`src/verilog/exec_defines.svh`:
```
// opcode patterns, field positions and reset values of the execute block
// included by the execute core only; definitions only
`ifndef EXEC_DEFINES_SVH
`define EXEC_DEFINES_SVH

// full-word opcodes
`define OP_NOP 14'h0000
`define OP_SUB_EXIT 14'h0040
`define OP_IRQ_EXIT 14'h0060
`define OP_SLEEP 14'h0003

// upper six bits of literal and file-register opcodes
`define OP6_LIT_EXIT 6'h18
`define OP6_LIT_MINUS_W 6'h1D
`define OP6_FILE_MINUS_W 6'h02
`define OP6_ROT_LEFT 6'h0D
`define OP6_ROT_RIGHT 6'h0C
// upper eight bits of the low-file move
`define OP8_LOW_MOVE 8'h00

// field positions
`define DEST_BIT 7
`define LOW_ADDR_MSB 5
`define FILE_ADDR_MSB 6
`define LIT_MSB 7

// reset values
`define W_RST 8'h00
`define FLAG_RST 1'b0
`define TIMEOUT_RST 1'b1
`define POWERDOWN_RST 1'b1
`define GIE_RST 1'b0

`endif

```
`src/verilog/exec_pkg.sv`:
```
// types shared by the execute block and its arithmetic unit
// no timing or reset values live here, see exec_defines.svh
package exec_pkg;
   typedef enum logic [1:0] {ALU_PASS, ALU_SUB, ALU_RLC, ALU_RRC} alu_op_t;
   typedef enum logic [1:0] {ST_FETCH, ST_EXEC, ST_WAIT, ST_SLEEP} exec_st_t;
   typedef logic [11:0] pc_t;
endpackage

```
`src/verilog/alu_if.sv`:
```
// carrier between the execute control and its arithmetic unit
// purely combinational signals, no clock inside
`timescale 1ns/1ps
interface alu_if;
   import exec_pkg::*;
   alu_op_t op;
   logic [7:0] minuend;
   logic [7:0] subtrahend;
   logic carry_in;
   logic [7:0] result;
   logic c_out;
   logic dc_out;
   logic z_out;
   modport user (output op, minuend, subtrahend, carry_in,
                 input result, c_out, dc_out, z_out);
   modport unit (input op, minuend, subtrahend, carry_in,
                 output result, c_out, dc_out, z_out);
endinterface

```
`src/verilog/exec_alu.sv`:
```
// subtract and rotate-through-carry unit
// combinational; the caller registers results and flags
`timescale 1ns/1ps
module exec_alu
   import exec_pkg::*;
(
   alu_if.unit bus // operands in, result and flags out
);
   wire [8:0] diff_full;
   wire [4:0] diff_low;
   wire [7:0] rot_left;
   wire [7:0] rot_right;

   // two's complement subtract
   // borrow-free means carry out of minuend + ~subtrahend + 1
   assign diff_full = {1'b0, bus.minuend} + {1'b0, ~bus.subtrahend} + 9'h001;
   assign diff_low = {1'b0, bus.minuend[3:0]} + {1'b0, ~bus.subtrahend[3:0]}
                     + 5'h01;
   assign rot_left = {bus.minuend[6:0], bus.carry_in};
   assign rot_right = {bus.carry_in, bus.minuend[7:1]};

   assign bus.result = (bus.op == ALU_SUB) ? diff_full[7:0] :
                       (bus.op == ALU_RLC) ? rot_left :
                       (bus.op == ALU_RRC) ? rot_right : bus.minuend;
   assign bus.c_out = (bus.op == ALU_SUB) ? diff_full[8] :
                      (bus.op == ALU_RLC) ? bus.minuend[7] :
                      (bus.op == ALU_RRC) ? bus.minuend[0] : bus.carry_in;
   assign bus.dc_out = diff_low[4];
   assign bus.z_out = (bus.result == 8'h00);
endmodule

```
`src/verilog/exec_core.sv`:
```
// execute logic for a subset of the 14-bit instruction set
// assumes program memory, register file and stack sit outside on this clock
// Operation
// - low-file move copies working register, no flags
// - all-zero word does nothing, one cycle
// - subroutine exit pops stack into counter, two cycles
// - interrupt exit pops stack, sets interrupt enable
// - literal exit loads literal, pops stack, two cycles
// - rotate left through carry, one cycle
// - rotate right through carry, one cycle
// - destination bit picks working or file register
// - sleep stops oscillator, updates status flags
// - literal minus working into working, flags
// - file minus working to destination, flags
// - carry means no borrow; zero on zero
`timescale 1ns/1ps
`include "exec_defines.svh"
module exec_core
   import exec_pkg::*;
(
   input wire logic clock, // 20 MHz core clock
   input wire logic rst, // async reset, active high
   input wire logic [13:0] instr_word, // word from program memory
   input wire logic instr_valid, // instr_word is present
   output logic instr_ready, // core takes a word this cycle
   output logic [6:0] file_rd_addr, // read address to register file
   input wire logic [7:0] file_rd_data, // data at file_rd_addr
   output logic file_wr_en, // one-cycle file write strobe
   output logic [6:0] file_wr_addr, // file write address
   output logic [7:0] file_wr_data, // file write data
   input wire pc_t stack_top_entry, // current top of stack
   output logic stack_pop, // one-cycle pop strobe
   output logic pc_load, // one-cycle counter load strobe
   output pc_t pc_load_value, // value for the counter
   input wire logic gie_clear, // clears global_irq_enable
   output logic global_irq_enable, // interrupt enable level
   output logic [7:0] w_reg, // working register
   output logic carry_flag, // carry / not-borrow
   output logic half_carry_flag, // nibble carry / not-borrow
   output logic zero_flag, // zero result
   output logic timeout_flag, // time-out status
   output logic powerdown_flag, // power-down status
   output logic wdt_clear, // one-cycle watchdog clear
   output logic osc_stop, // oscillator stop, high in sleep
   input wire logic wake_pin // asynchronous wake request
);
   exec_st_t state_r, state_nxt;
   logic [13:0] ir_r;
   logic [7:0] w_r;
   logic wake_s1_r, wake_s2_r;
   alu_if alu ();

   ////////////////////////////////////////////////////////////////////
   // decode
   wire [5:0] top6 = ir_r[13:8];
   wire exec = (state_r == ST_EXEC);
   // all-zero word decodes to no write at all
   wire is_nop = (ir_r == `OP_NOP);
   wire is_sleep = (ir_r == `OP_SLEEP);
   wire is_ret = (ir_r == `OP_SUB_EXIT);
   wire is_interrupt_exit = (ir_r == `OP_IRQ_EXIT);
   // nop and sleep share the low-move pattern and take priority over it
   wire is_w_to_low_file_move = (ir_r[13:6] == `OP8_LOW_MOVE) && !is_nop && !is_sleep;
   wire is_literal_exit = (top6 == `OP6_LIT_EXIT);
   wire is_literal_minus_w = (top6 == `OP6_LIT_MINUS_W);
   wire is_file_minus_w = (top6 == `OP6_FILE_MINUS_W);
   wire is_rlf = (top6 == `OP6_ROT_LEFT);
   wire is_rrf = (top6 == `OP6_ROT_RIGHT);
   wire is_sub = is_literal_minus_w || is_file_minus_w;
   // file subtract and both rotates routed by destination bit
   wire is_file_op = is_file_minus_w || is_rlf || is_rrf;
   wire two_cycle = is_ret || is_interrupt_exit || is_literal_exit;
   wire pops = exec && two_cycle;
   // destination bit clear selects working register
   wire dest_file = ir_r[`DEST_BIT];
   wire wr_w = exec && ((is_file_op && !dest_file) || is_literal_minus_w || is_literal_exit);
   wire wr_f = exec && ((is_file_op && dest_file) || is_w_to_low_file_move);
   wire upd_c = exec && (is_sub || is_rlf || is_rrf);
   wire upd_dz = exec && is_sub;
   wire [7:0] lit = ir_r[`LIT_MSB:0];

   ////////////////////////////////////////////////////////////////////
   // arithmetic unit hookup
   // literal is minuend for literal_minus_w
   assign alu.op = is_sub ? ALU_SUB : is_rlf ? ALU_RLC :
                   is_rrf ? ALU_RRC : ALU_PASS;
   assign alu.minuend = is_literal_minus_w ? lit : file_rd_data;
   assign alu.subtrahend = w_r;
   assign alu.carry_in = carry_flag;

   exec_alu u_alu (
      .bus (alu)
   );

   // literal exit writes the literal, otherwise the unit result
   wire [7:0] w_nxt = is_literal_exit ? lit : alu.result;
   // low move writes working register to 6-bit address
   wire [7:0] fdata_nxt = is_w_to_low_file_move ? w_r : alu.result;
   wire [6:0] faddr_nxt = is_w_to_low_file_move ? {1'b0, ir_r[`LOW_ADDR_MSB:0]}
                                   : ir_r[`FILE_ADDR_MSB:0];

   ////////////////////////////////////////////////////////////////////
   // sequencing
   always_comb
   begin
      state_nxt = state_r;
      case (state_r)
         ST_FETCH: if (instr_valid) state_nxt = ST_EXEC;
         // two-cycle instructions spend a wait cycle
         ST_EXEC: state_nxt = is_sleep ? ST_SLEEP :
                              two_cycle ? ST_WAIT : ST_FETCH;
         ST_WAIT: state_nxt = ST_FETCH;
         // sleep holds until a wake request
         ST_SLEEP: if (wake_s2_r) state_nxt = ST_FETCH;
         default: state_nxt = ST_FETCH;
      endcase
   end

   always_ff @(posedge clock or posedge rst)
   begin
      if (rst)
      begin
         state_r <= ST_FETCH;
         instr_ready <= 1'b1;
         ir_r <= `OP_NOP;
         file_rd_addr <= 7'h00;
      end
      else
      begin
         state_r <= state_nxt;
         instr_ready <= (state_nxt == ST_FETCH);
         if (state_r == ST_FETCH && instr_valid)
         begin
            ir_r <= instr_word;
            file_rd_addr <= instr_word[`FILE_ADDR_MSB:0];
         end
      end
   end

   // wake pin is asynchronous; only the second stage is read
   always_ff @(posedge clock or posedge rst)
   begin
      if (rst)
      begin
         wake_s1_r <= 1'b0;
         wake_s2_r <= 1'b0;
      end
      else
      begin
         wake_s1_r <= wake_pin;
         wake_s2_r <= wake_s1_r;
      end
   end

   ////////////////////////////////////////////////////////////////////
   // working register and file write port
   always_ff @(posedge clock or posedge rst)
   begin
      if (rst)
      begin
         w_r <= `W_RST;
         file_wr_en <= 1'b0;
         file_wr_addr <= 7'h00;
         file_wr_data <= 8'h00;
      end
      else
      begin
         if (wr_w)
            w_r <= w_nxt;
         file_wr_en <= wr_f;
         if (wr_f)
         begin
            file_wr_addr <= faddr_nxt;
            file_wr_data <= fdata_nxt;
         end
      end
   end
   assign w_reg = w_r;

   ////////////////////////////////////////////////////////////////////
   // status flags
   always_ff @(posedge clock or posedge rst)
   begin
      if (rst)
      begin
         carry_flag <= `FLAG_RST;
         half_carry_flag <= `FLAG_RST;
         zero_flag <= `FLAG_RST;
      end
      else
      begin
         // carry from the subtract and rotates; half carry and zero from the subtract
         if (upd_c)
            carry_flag <= alu.c_out;
         if (upd_dz)
         begin
            half_carry_flag <= alu.dc_out;
            zero_flag <= alu.z_out;
         end
      end
   end

   ////////////////////////////////////////////////////////////////////
   // stack return, interrupt enable, sleep
   always_ff @(posedge clock or posedge rst)
   begin
      if (rst)
      begin
         stack_pop <= 1'b0;
         pc_load <= 1'b0;
         pc_load_value <= 12'h000;
         global_irq_enable <= `GIE_RST;
         timeout_flag <= `TIMEOUT_RST;
         powerdown_flag <= `POWERDOWN_RST;
         wdt_clear <= 1'b0;
         osc_stop <= 1'b0;
      end
      else
      begin
         // pop and load the counter from stack top
         stack_pop <= pops;
         pc_load <= pops;
         if (pops)
            pc_load_value <= stack_top_entry;
         // set wins over a simultaneous clear
         if (exec && is_interrupt_exit)
            global_irq_enable <= 1'b1;
         else if (gie_clear)
            global_irq_enable <= 1'b0;
         wdt_clear <= exec && is_sleep;
         if (exec && is_sleep)
         begin
            timeout_flag <= 1'b1;
            powerdown_flag <= 1'b0;
         end
         osc_stop <= (state_nxt == ST_SLEEP);
      end
   end

   ////////////////////////////////////////////////////////////////////
   // checks
   // low move
   chk_low_move_write: assert property (@(posedge clock) disable iff (rst)
      exec && is_w_to_low_file_move |=> file_wr_en && file_wr_data == $past(w_r)
         && file_wr_addr == {1'b0, $past(ir_r[5:0])}
         && $stable(carry_flag) && $stable(zero_flag))
      else $error("low move write wrong");
   chk_nop_quiet: assert property (@(posedge clock) disable iff (rst)
      exec && is_nop |=> !file_wr_en && $stable(w_r) && !stack_pop
         && $stable(carry_flag) && instr_ready)
      else $error("nop changed state");
   chk_return_pop: assert property (@(posedge clock) disable iff (rst)
      exec && is_ret |=> stack_pop && pc_load && !instr_ready
         && pc_load_value == $past(stack_top_entry) ##1 instr_ready)
      else $error("return pop wrong");
   chk_irq_exit_gie: assert property (@(posedge clock) disable iff (rst)
      exec && is_interrupt_exit |=> global_irq_enable && pc_load)
      else $error("interrupt exit did not enable");
   chk_lit_exit_w: assert property (@(posedge clock) disable iff (rst)
      exec && is_literal_exit |=> w_r == $past(ir_r[7:0]) && stack_pop)
      else $error("literal exit wrong");
   chk_rot_left_c: assert property (@(posedge clock) disable iff (rst)
      exec && is_rlf |=> carry_flag == $past(file_rd_data[7]))
      else $error("rotate left carry wrong");
   chk_rot_right_c: assert property (@(posedge clock) disable iff (rst)
      exec && is_rrf && !ir_r[7] |=> carry_flag == $past(file_rd_data[0])
         && w_r == {$past(carry_flag), $past(file_rd_data[7:1])})
      else $error("rotate right wrong");
   chk_dest_file: assert property (@(posedge clock) disable iff (rst)
      exec && is_file_op && ir_r[7] |=> file_wr_en && $stable(w_r)
         && file_wr_addr == $past(ir_r[6:0]))
      else $error("destination file wrong");
   chk_sleep_flags: assert property (@(posedge clock) disable iff (rst)
      exec && is_sleep |=> osc_stop && timeout_flag && !powerdown_flag
         && wdt_clear)
      else $error("sleep entry wrong");
   chk_sub_flags: assert property (@(posedge clock) disable iff (rst)
      exec && is_sub |=> carry_flag == ($past(alu.minuend) >= $past(w_r))
         && zero_flag == ($past(alu.minuend) == $past(w_r)))
      else $error("subtract flags wrong");
   cov_return: cover property (@(posedge clock) disable iff (rst)
      exec && is_ret ##2 instr_ready);
   cov_sleep_wake: cover property (@(posedge clock) disable iff (rst)
      osc_stop ##1 !osc_stop);
   cov_sub_borrow: cover property (@(posedge clock) disable iff (rst)
      exec && is_file_minus_w ##1 !carry_flag);
endmodule

```
`config.mk`:
```
export PLATFORM = sky130hd
export DESIGN_NAME = exec_core
export DESIGN_NICKNAME = d
export VERILOG_FILES = /design/src/verilog/exec_pkg.sv /design/src/verilog/alu_if.sv /design/src/verilog/exec_alu.sv /design/src/verilog/exec_core.sv
export VERILOG_INCLUDE_DIRS = /design/src /design/src/verilog
export SDC_FILE = /design/constraint.sdc
export NUM_CORES = 1
export LEC_CHECK = 0
export BUFFER_PORTS_ARGS = -buffer_cell sky130_fd_sc_hd__buf_2
export CORE_UTILIZATION = 37
export DETAILED_ROUTE_END_ITERATION = 16
export GPL_ROUTABILITY_DRIVEN = 0
export PLACE_DENSITY = 0.56
export SLEW_MARGIN = 20
export SYNTH_ARGS = -nofsm -noshare
export SYNTH_HDL_FRONTEND = slang
export SYNTH_HIERARCHICAL = 1
export SYNTH_SLANG_ARGS = --single-unit
```
`constraint.sdc`:
```
create_clock -name clock -period 4.23 [get_ports clock]
set_clock_uncertainty 0.05 [all_clocks]
set_input_delay 0.2115 -clock clock [delete_from_list [all_inputs] [get_ports clock]]
set_output_delay 0.2115 -clock clock [all_outputs]
set_load 0.01 [all_outputs]
```
Word-level counts from Yosys, hierarchy flattened
Index checks and enable logic that the tools add are counted.

Bitwise operators: 2. Mux-type cells: 20. Equal/unequal tests: 15. Add/sub/neg operators: 4. Reductions and logical operators: 33.

Operator list (count): $mux 8 (6); $eq 14x7->1 const B (2); $logic_not 8->1 (2); $eq 14x2->1 const B (1); $logic_not 14->1 (1); $mux 2 (7); $eq 6x4->1 const B (2); $eq 6x5->1 const B (2); $logic_and 1x1->1 (12); $eq 2x2->1 const B (5); $logic_or 1x1->1 (10); $add 8x8->9 (1); $add 9x1->9 const B (1); $not 8->8 (1); $pmux 2 s4 (1); $mux 7 (1); $eq 6x2->1 const B (1); $add 4x4->5 (1); $add 5x1->5 const B (1); $mux 1 (5); $eq 2x1->1 const B (2); $logic_not 2->1 (2); $not 4->4 (1); $logic_not 1->1 (3); 3 further kinds (3).

Bits of input ports: 39. Register bits after elaboration: 70.

Longest topological paths before layout
Word-level depth: 9. Depth in mapped cells: 14. Mapped depth without buffers: 13.

Cells and area by module
The synthesis kept the hierarchy.

By module, submodules not included: exec_core (instances 1, area each 2957.8 µm², cells each 218); exec_alu (instances 1, area each 598.1 µm², cells each 73).

Worst setup path after synthesis
OpenSTA, ideal clock, no wires.

Path kind: reg-to-reg. From: register ir_r[9]. To: register w_r[6] (netlist: w_reg[6]). Setup time: 0.125 ns. Data arrival time: 3.443 ns. Data required time: 4.055 ns. Slack: 0.612 ns. Path buffers: 0. Cell stages (with the launch flop): 14. Cells stage by stage: dfrtp_1 and2b_1 nand4b_4 mux2_2 inv_1 ha_1 fa_1 or2b_1 a21oi_1 a31oi_1 xnor2_1 mux4_2 mux2_2 mux2_4.

Elaborated cells on any way between the ends: 25.

RTL lines: start, declared (line exec_core.sv:48) `logic [13:0] ir_r;`; start signal, assigned (line exec_core.sv:125) `` ir_r <= `OP_NOP; ``; start signal, assigned (line exec_core.sv:134) `ir_r <= instr_word;`; $eq 6x5->1 (no source line); $mux 8 (line exec_core.sv:87) `assign alu.minuend = is_literal_minus_w ? lit : file_rd_data;`; net alu.minuend[0] (line alu_if.sv:7) `logic [7:0] minuend;`; $add 8x8->9 (line exec_alu.sv:16) `assign diff_full = {1'b0, bus.minuend} + {1'b0, ~bus.subtrahend} + 9'h001;`; $add 9x1->9 (line exec_alu.sv:16); $mux 8 (line exec_alu.sv:22) `assign bus.result = (bus.op == ALU_SUB) ? diff_full[7:0] :`; net alu.result[6] (line alu_if.sv:10) `logic [7:0] result;`; $mux 8 (line exec_core.sv:96) `wire [7:0] w_nxt = is_literal_exit ? lit : alu.result;`; end signal, assigned (line exec_core.sv:161) `` w_r <= `W_RST; ``; end signal, assigned (line exec_core.sv:169) `w_r <= w_nxt;`; end, declared (line exec_core.sv:49) `logic [7:0] w_r;`.

The timed path passes the listed nets, and every way through them passes these cells. A chain may end at the register's enable or synchronous reset.

Worst setup path after layout
From: register ir_r[11]. To: register w_r[6] (netlist: w_reg[6]).

Same word-level chain as after synthesis.

==> run metrics <==
status completed; number of synthesized register bits 63; Mapped Nets between 300 and 400; Clock transition at path regs approximately 0.080 ns; CP Class reg2reg; CTS buffer count 9; Synth Instances approximately 290; Die Ht around 100 um; Yosys cell types 55; TritonCTS clock tree yes; Seq/Total Area, Yosys between 40% and 50%; Post-synth EDFFs 0; drt first pass iters 4; ranking of synthesized cells by area dfrtp_1 43%, mux2_2 13%, mux2_4 3.8%; RSZ-0062 raised after global routing false; Fin. Hold Viols 0; syn avg cell area approximately 12 sq um; DR vias 2635; Critical Path Start Type flop; Final WS setup around 0.23 ns; Detail Route Antenna Nets 0; Tot GR Track Use ~18%; layout cells sized above 1 between 50% and 60%; Post-Syn Area between 3000 and 4000 sq um; Rows 35; post-layout util a little under half; Crit path required time approximately 4.4 ns; Max Cap Violations 0; initial core utilization 38.3%; WL per Instance roughly 16 um; Final Cycle Share between 90% and 100%; worst skew pair latency roughly 0.35 ns; Worst Path Arrival between 4 and 5 ns; synth-to-layout area growth 21.0%; commonest non-fill, non-tap cells in the layout 91 x buf_2, 61 x dfrtp_1, 40 x mux2_2; 1st-iter DRT viols between 150 and 200; Setup Total Neg Slack 0 ns; antenna diode count 0; clk buf depth 2; Reg with most FFs pc_load_value; tightest hold margin 0.0141 ns; crit path time final roughly 4.0 ns; crit-path max FO 10; power per cell area around 540 nW/um^2; slew margin rel. around 45%; Worst VDD drop between 150 and 200 uV; Final setup viols 0; Placement Setup Slack about 0.24 ns; most common cell after layout, fill and taps aside buf_2; Buffers on Ports 91; number of global-route vias before repair around 2500; P_leak between 2 and 2.5 nW; die width between 100 and 150 um; Core Area just over 9000 sq um; Tightest Pin Transition between 0.8 and 0.9 ns; detailed-route wire length between 8000 and 9000 um; ys flop type dfrtp_1; full die area 10000 sq um; max reg flops 12; first-pass GRT wire length ~14000 um; Synth async-reset ratio 100%; number of I/O pins between 90 and 100; CTS sink count 63; post-DP HPWL 6250 um; initial antenna violation count 0; Avg Vias per Cell between 5 and 6; Ys Warns 6; Hold WC Path Type in2reg; share of the synthesized area in the top cell type 42.9%; area leader, netlist dfrtp_1; Final nets about 430; Remaining Overflow, GRT 0; Fmax achieved 0.250 GHz; largest net degree at the start of global routing 37; Slew Limit Fails 0; cts repair resizes 0; CP endpoint kind flop; H-tree levels 3; Clock Root Buffer clkbuf_8; Residual DRC 0
[through the flow]
stage                     cells  instance area (sq um)  power [mW]
after floorplan             291                   3560        1.49
after global placement      495                   4080        1.77
after detailed placement    495                   4080        1.79
after CTS                   513                   4300        2.35
after global routing        513                   4300        2.48
final                       513                   4300        2.33
[critical path: stages (launching register included)]
cell and delay, ns:
dfrtp_1 0.49, and2_1 0.23, nand4b_4 0.22, mux2_2 0.32, inv_1 0.07, ha_1 0.22
fa_1 0.40, or2b_1 0.24, a21oi_1 0.28, a31oi_1 0.17, xnor2_1 0.14, mux4_2 0.50
mux2_2 0.28, mux2_4 0.26
[path summary, 6_finish.rpt]
path / endpoint / cells past startpoint / slack [ns] / start
min reg2reg: wake_s2_r / 0 / 0.30 / wake_s1_r
max in group asynchronous: powerdown_flag / 4 / 2.76 / rst
min in group asynchronous: pc_load_value[11] / 3 / 0.49 / rst
max: w_reg[6] / 13 / 0.23 / ir_r[11]
min: global_irq_enable / 2 / 0.01 / gie_clear
max reg2reg: w_reg[6] / 13 / 0.23 / ir_r[11]
[area by class of cell]
class                      count  area (sq um)
fill                         915          4980
multi-input combinational    192          1790
sequential                    63          1580
timing repair buffer          97           505
tap                          129           161
clock buffer                   9           124
clock inverter                 7          82.6
inverter                      16          60.1
[per-layer routing]
| metal | GRT usage (%) | up-vias | wire length [um] |
|---|---|---|---|
| met5 | 0 | - | 0 |
| li1 | - | 1239 | - |
| met2 | 26.8 | 92 | 3970 |
| met1 | 25.8 | 1294 | 3900 |
| met3 | 3.27 | 10 | 469 |
| met4 | 7.36 | 0 | 131 |
[kinds of logic (layout without fill, tap and decap cells)]
| logic type | Yosys count | count (layout) | synth area share (%) |
|---|---|---|---|
| and+or+nand+nor | 67 | 67 | 12.4 |
| muxes | 65 | 65 | 23.3 |
| DFF | 63 | 63 | 44.4 |
| AOI/OAI and AO/OA | 45 | 45 | 9.78 |
| buffers and inverters | 36 | 129 | 5.35 |
| adders and majority gates | 9 | 9 | 3.38 |
| xor gates and xnor gates | 5 | 5 | 1.23 |
| other | 1 | 1 | 0.105 |
[cells in the mapped netlist, drive strengths merged, types with 3 or more instances]
cell and number:
nand2b 12, nand2 7, ha 8, or3 3
nor3 7, buf 17, or2 3, nor3b 4
a31oi 3, a211oi 3, dfrtp 61, o21ai 9
and2 3, clkbuf 3, mux2i 3, inv 16
nor2 10, nor4 3, a21oi 8, o21a 4
o221a 8, mux4 6, mux2 56, xnor2 3
[repair_timing]
action	4_1_cts	5_1_grt
buffers inserted	0	0
hold buffers	2	0
hold endpoints to repair	36	0
[where the power goes]
group          internal, mW  switching [mW]  leakage (nW)
logic                 0.456           0.397          1.18
registers             0.767           0.159         0.798
clock network         0.279           0.270        0.0975
(Power assumes the default switching activity.)
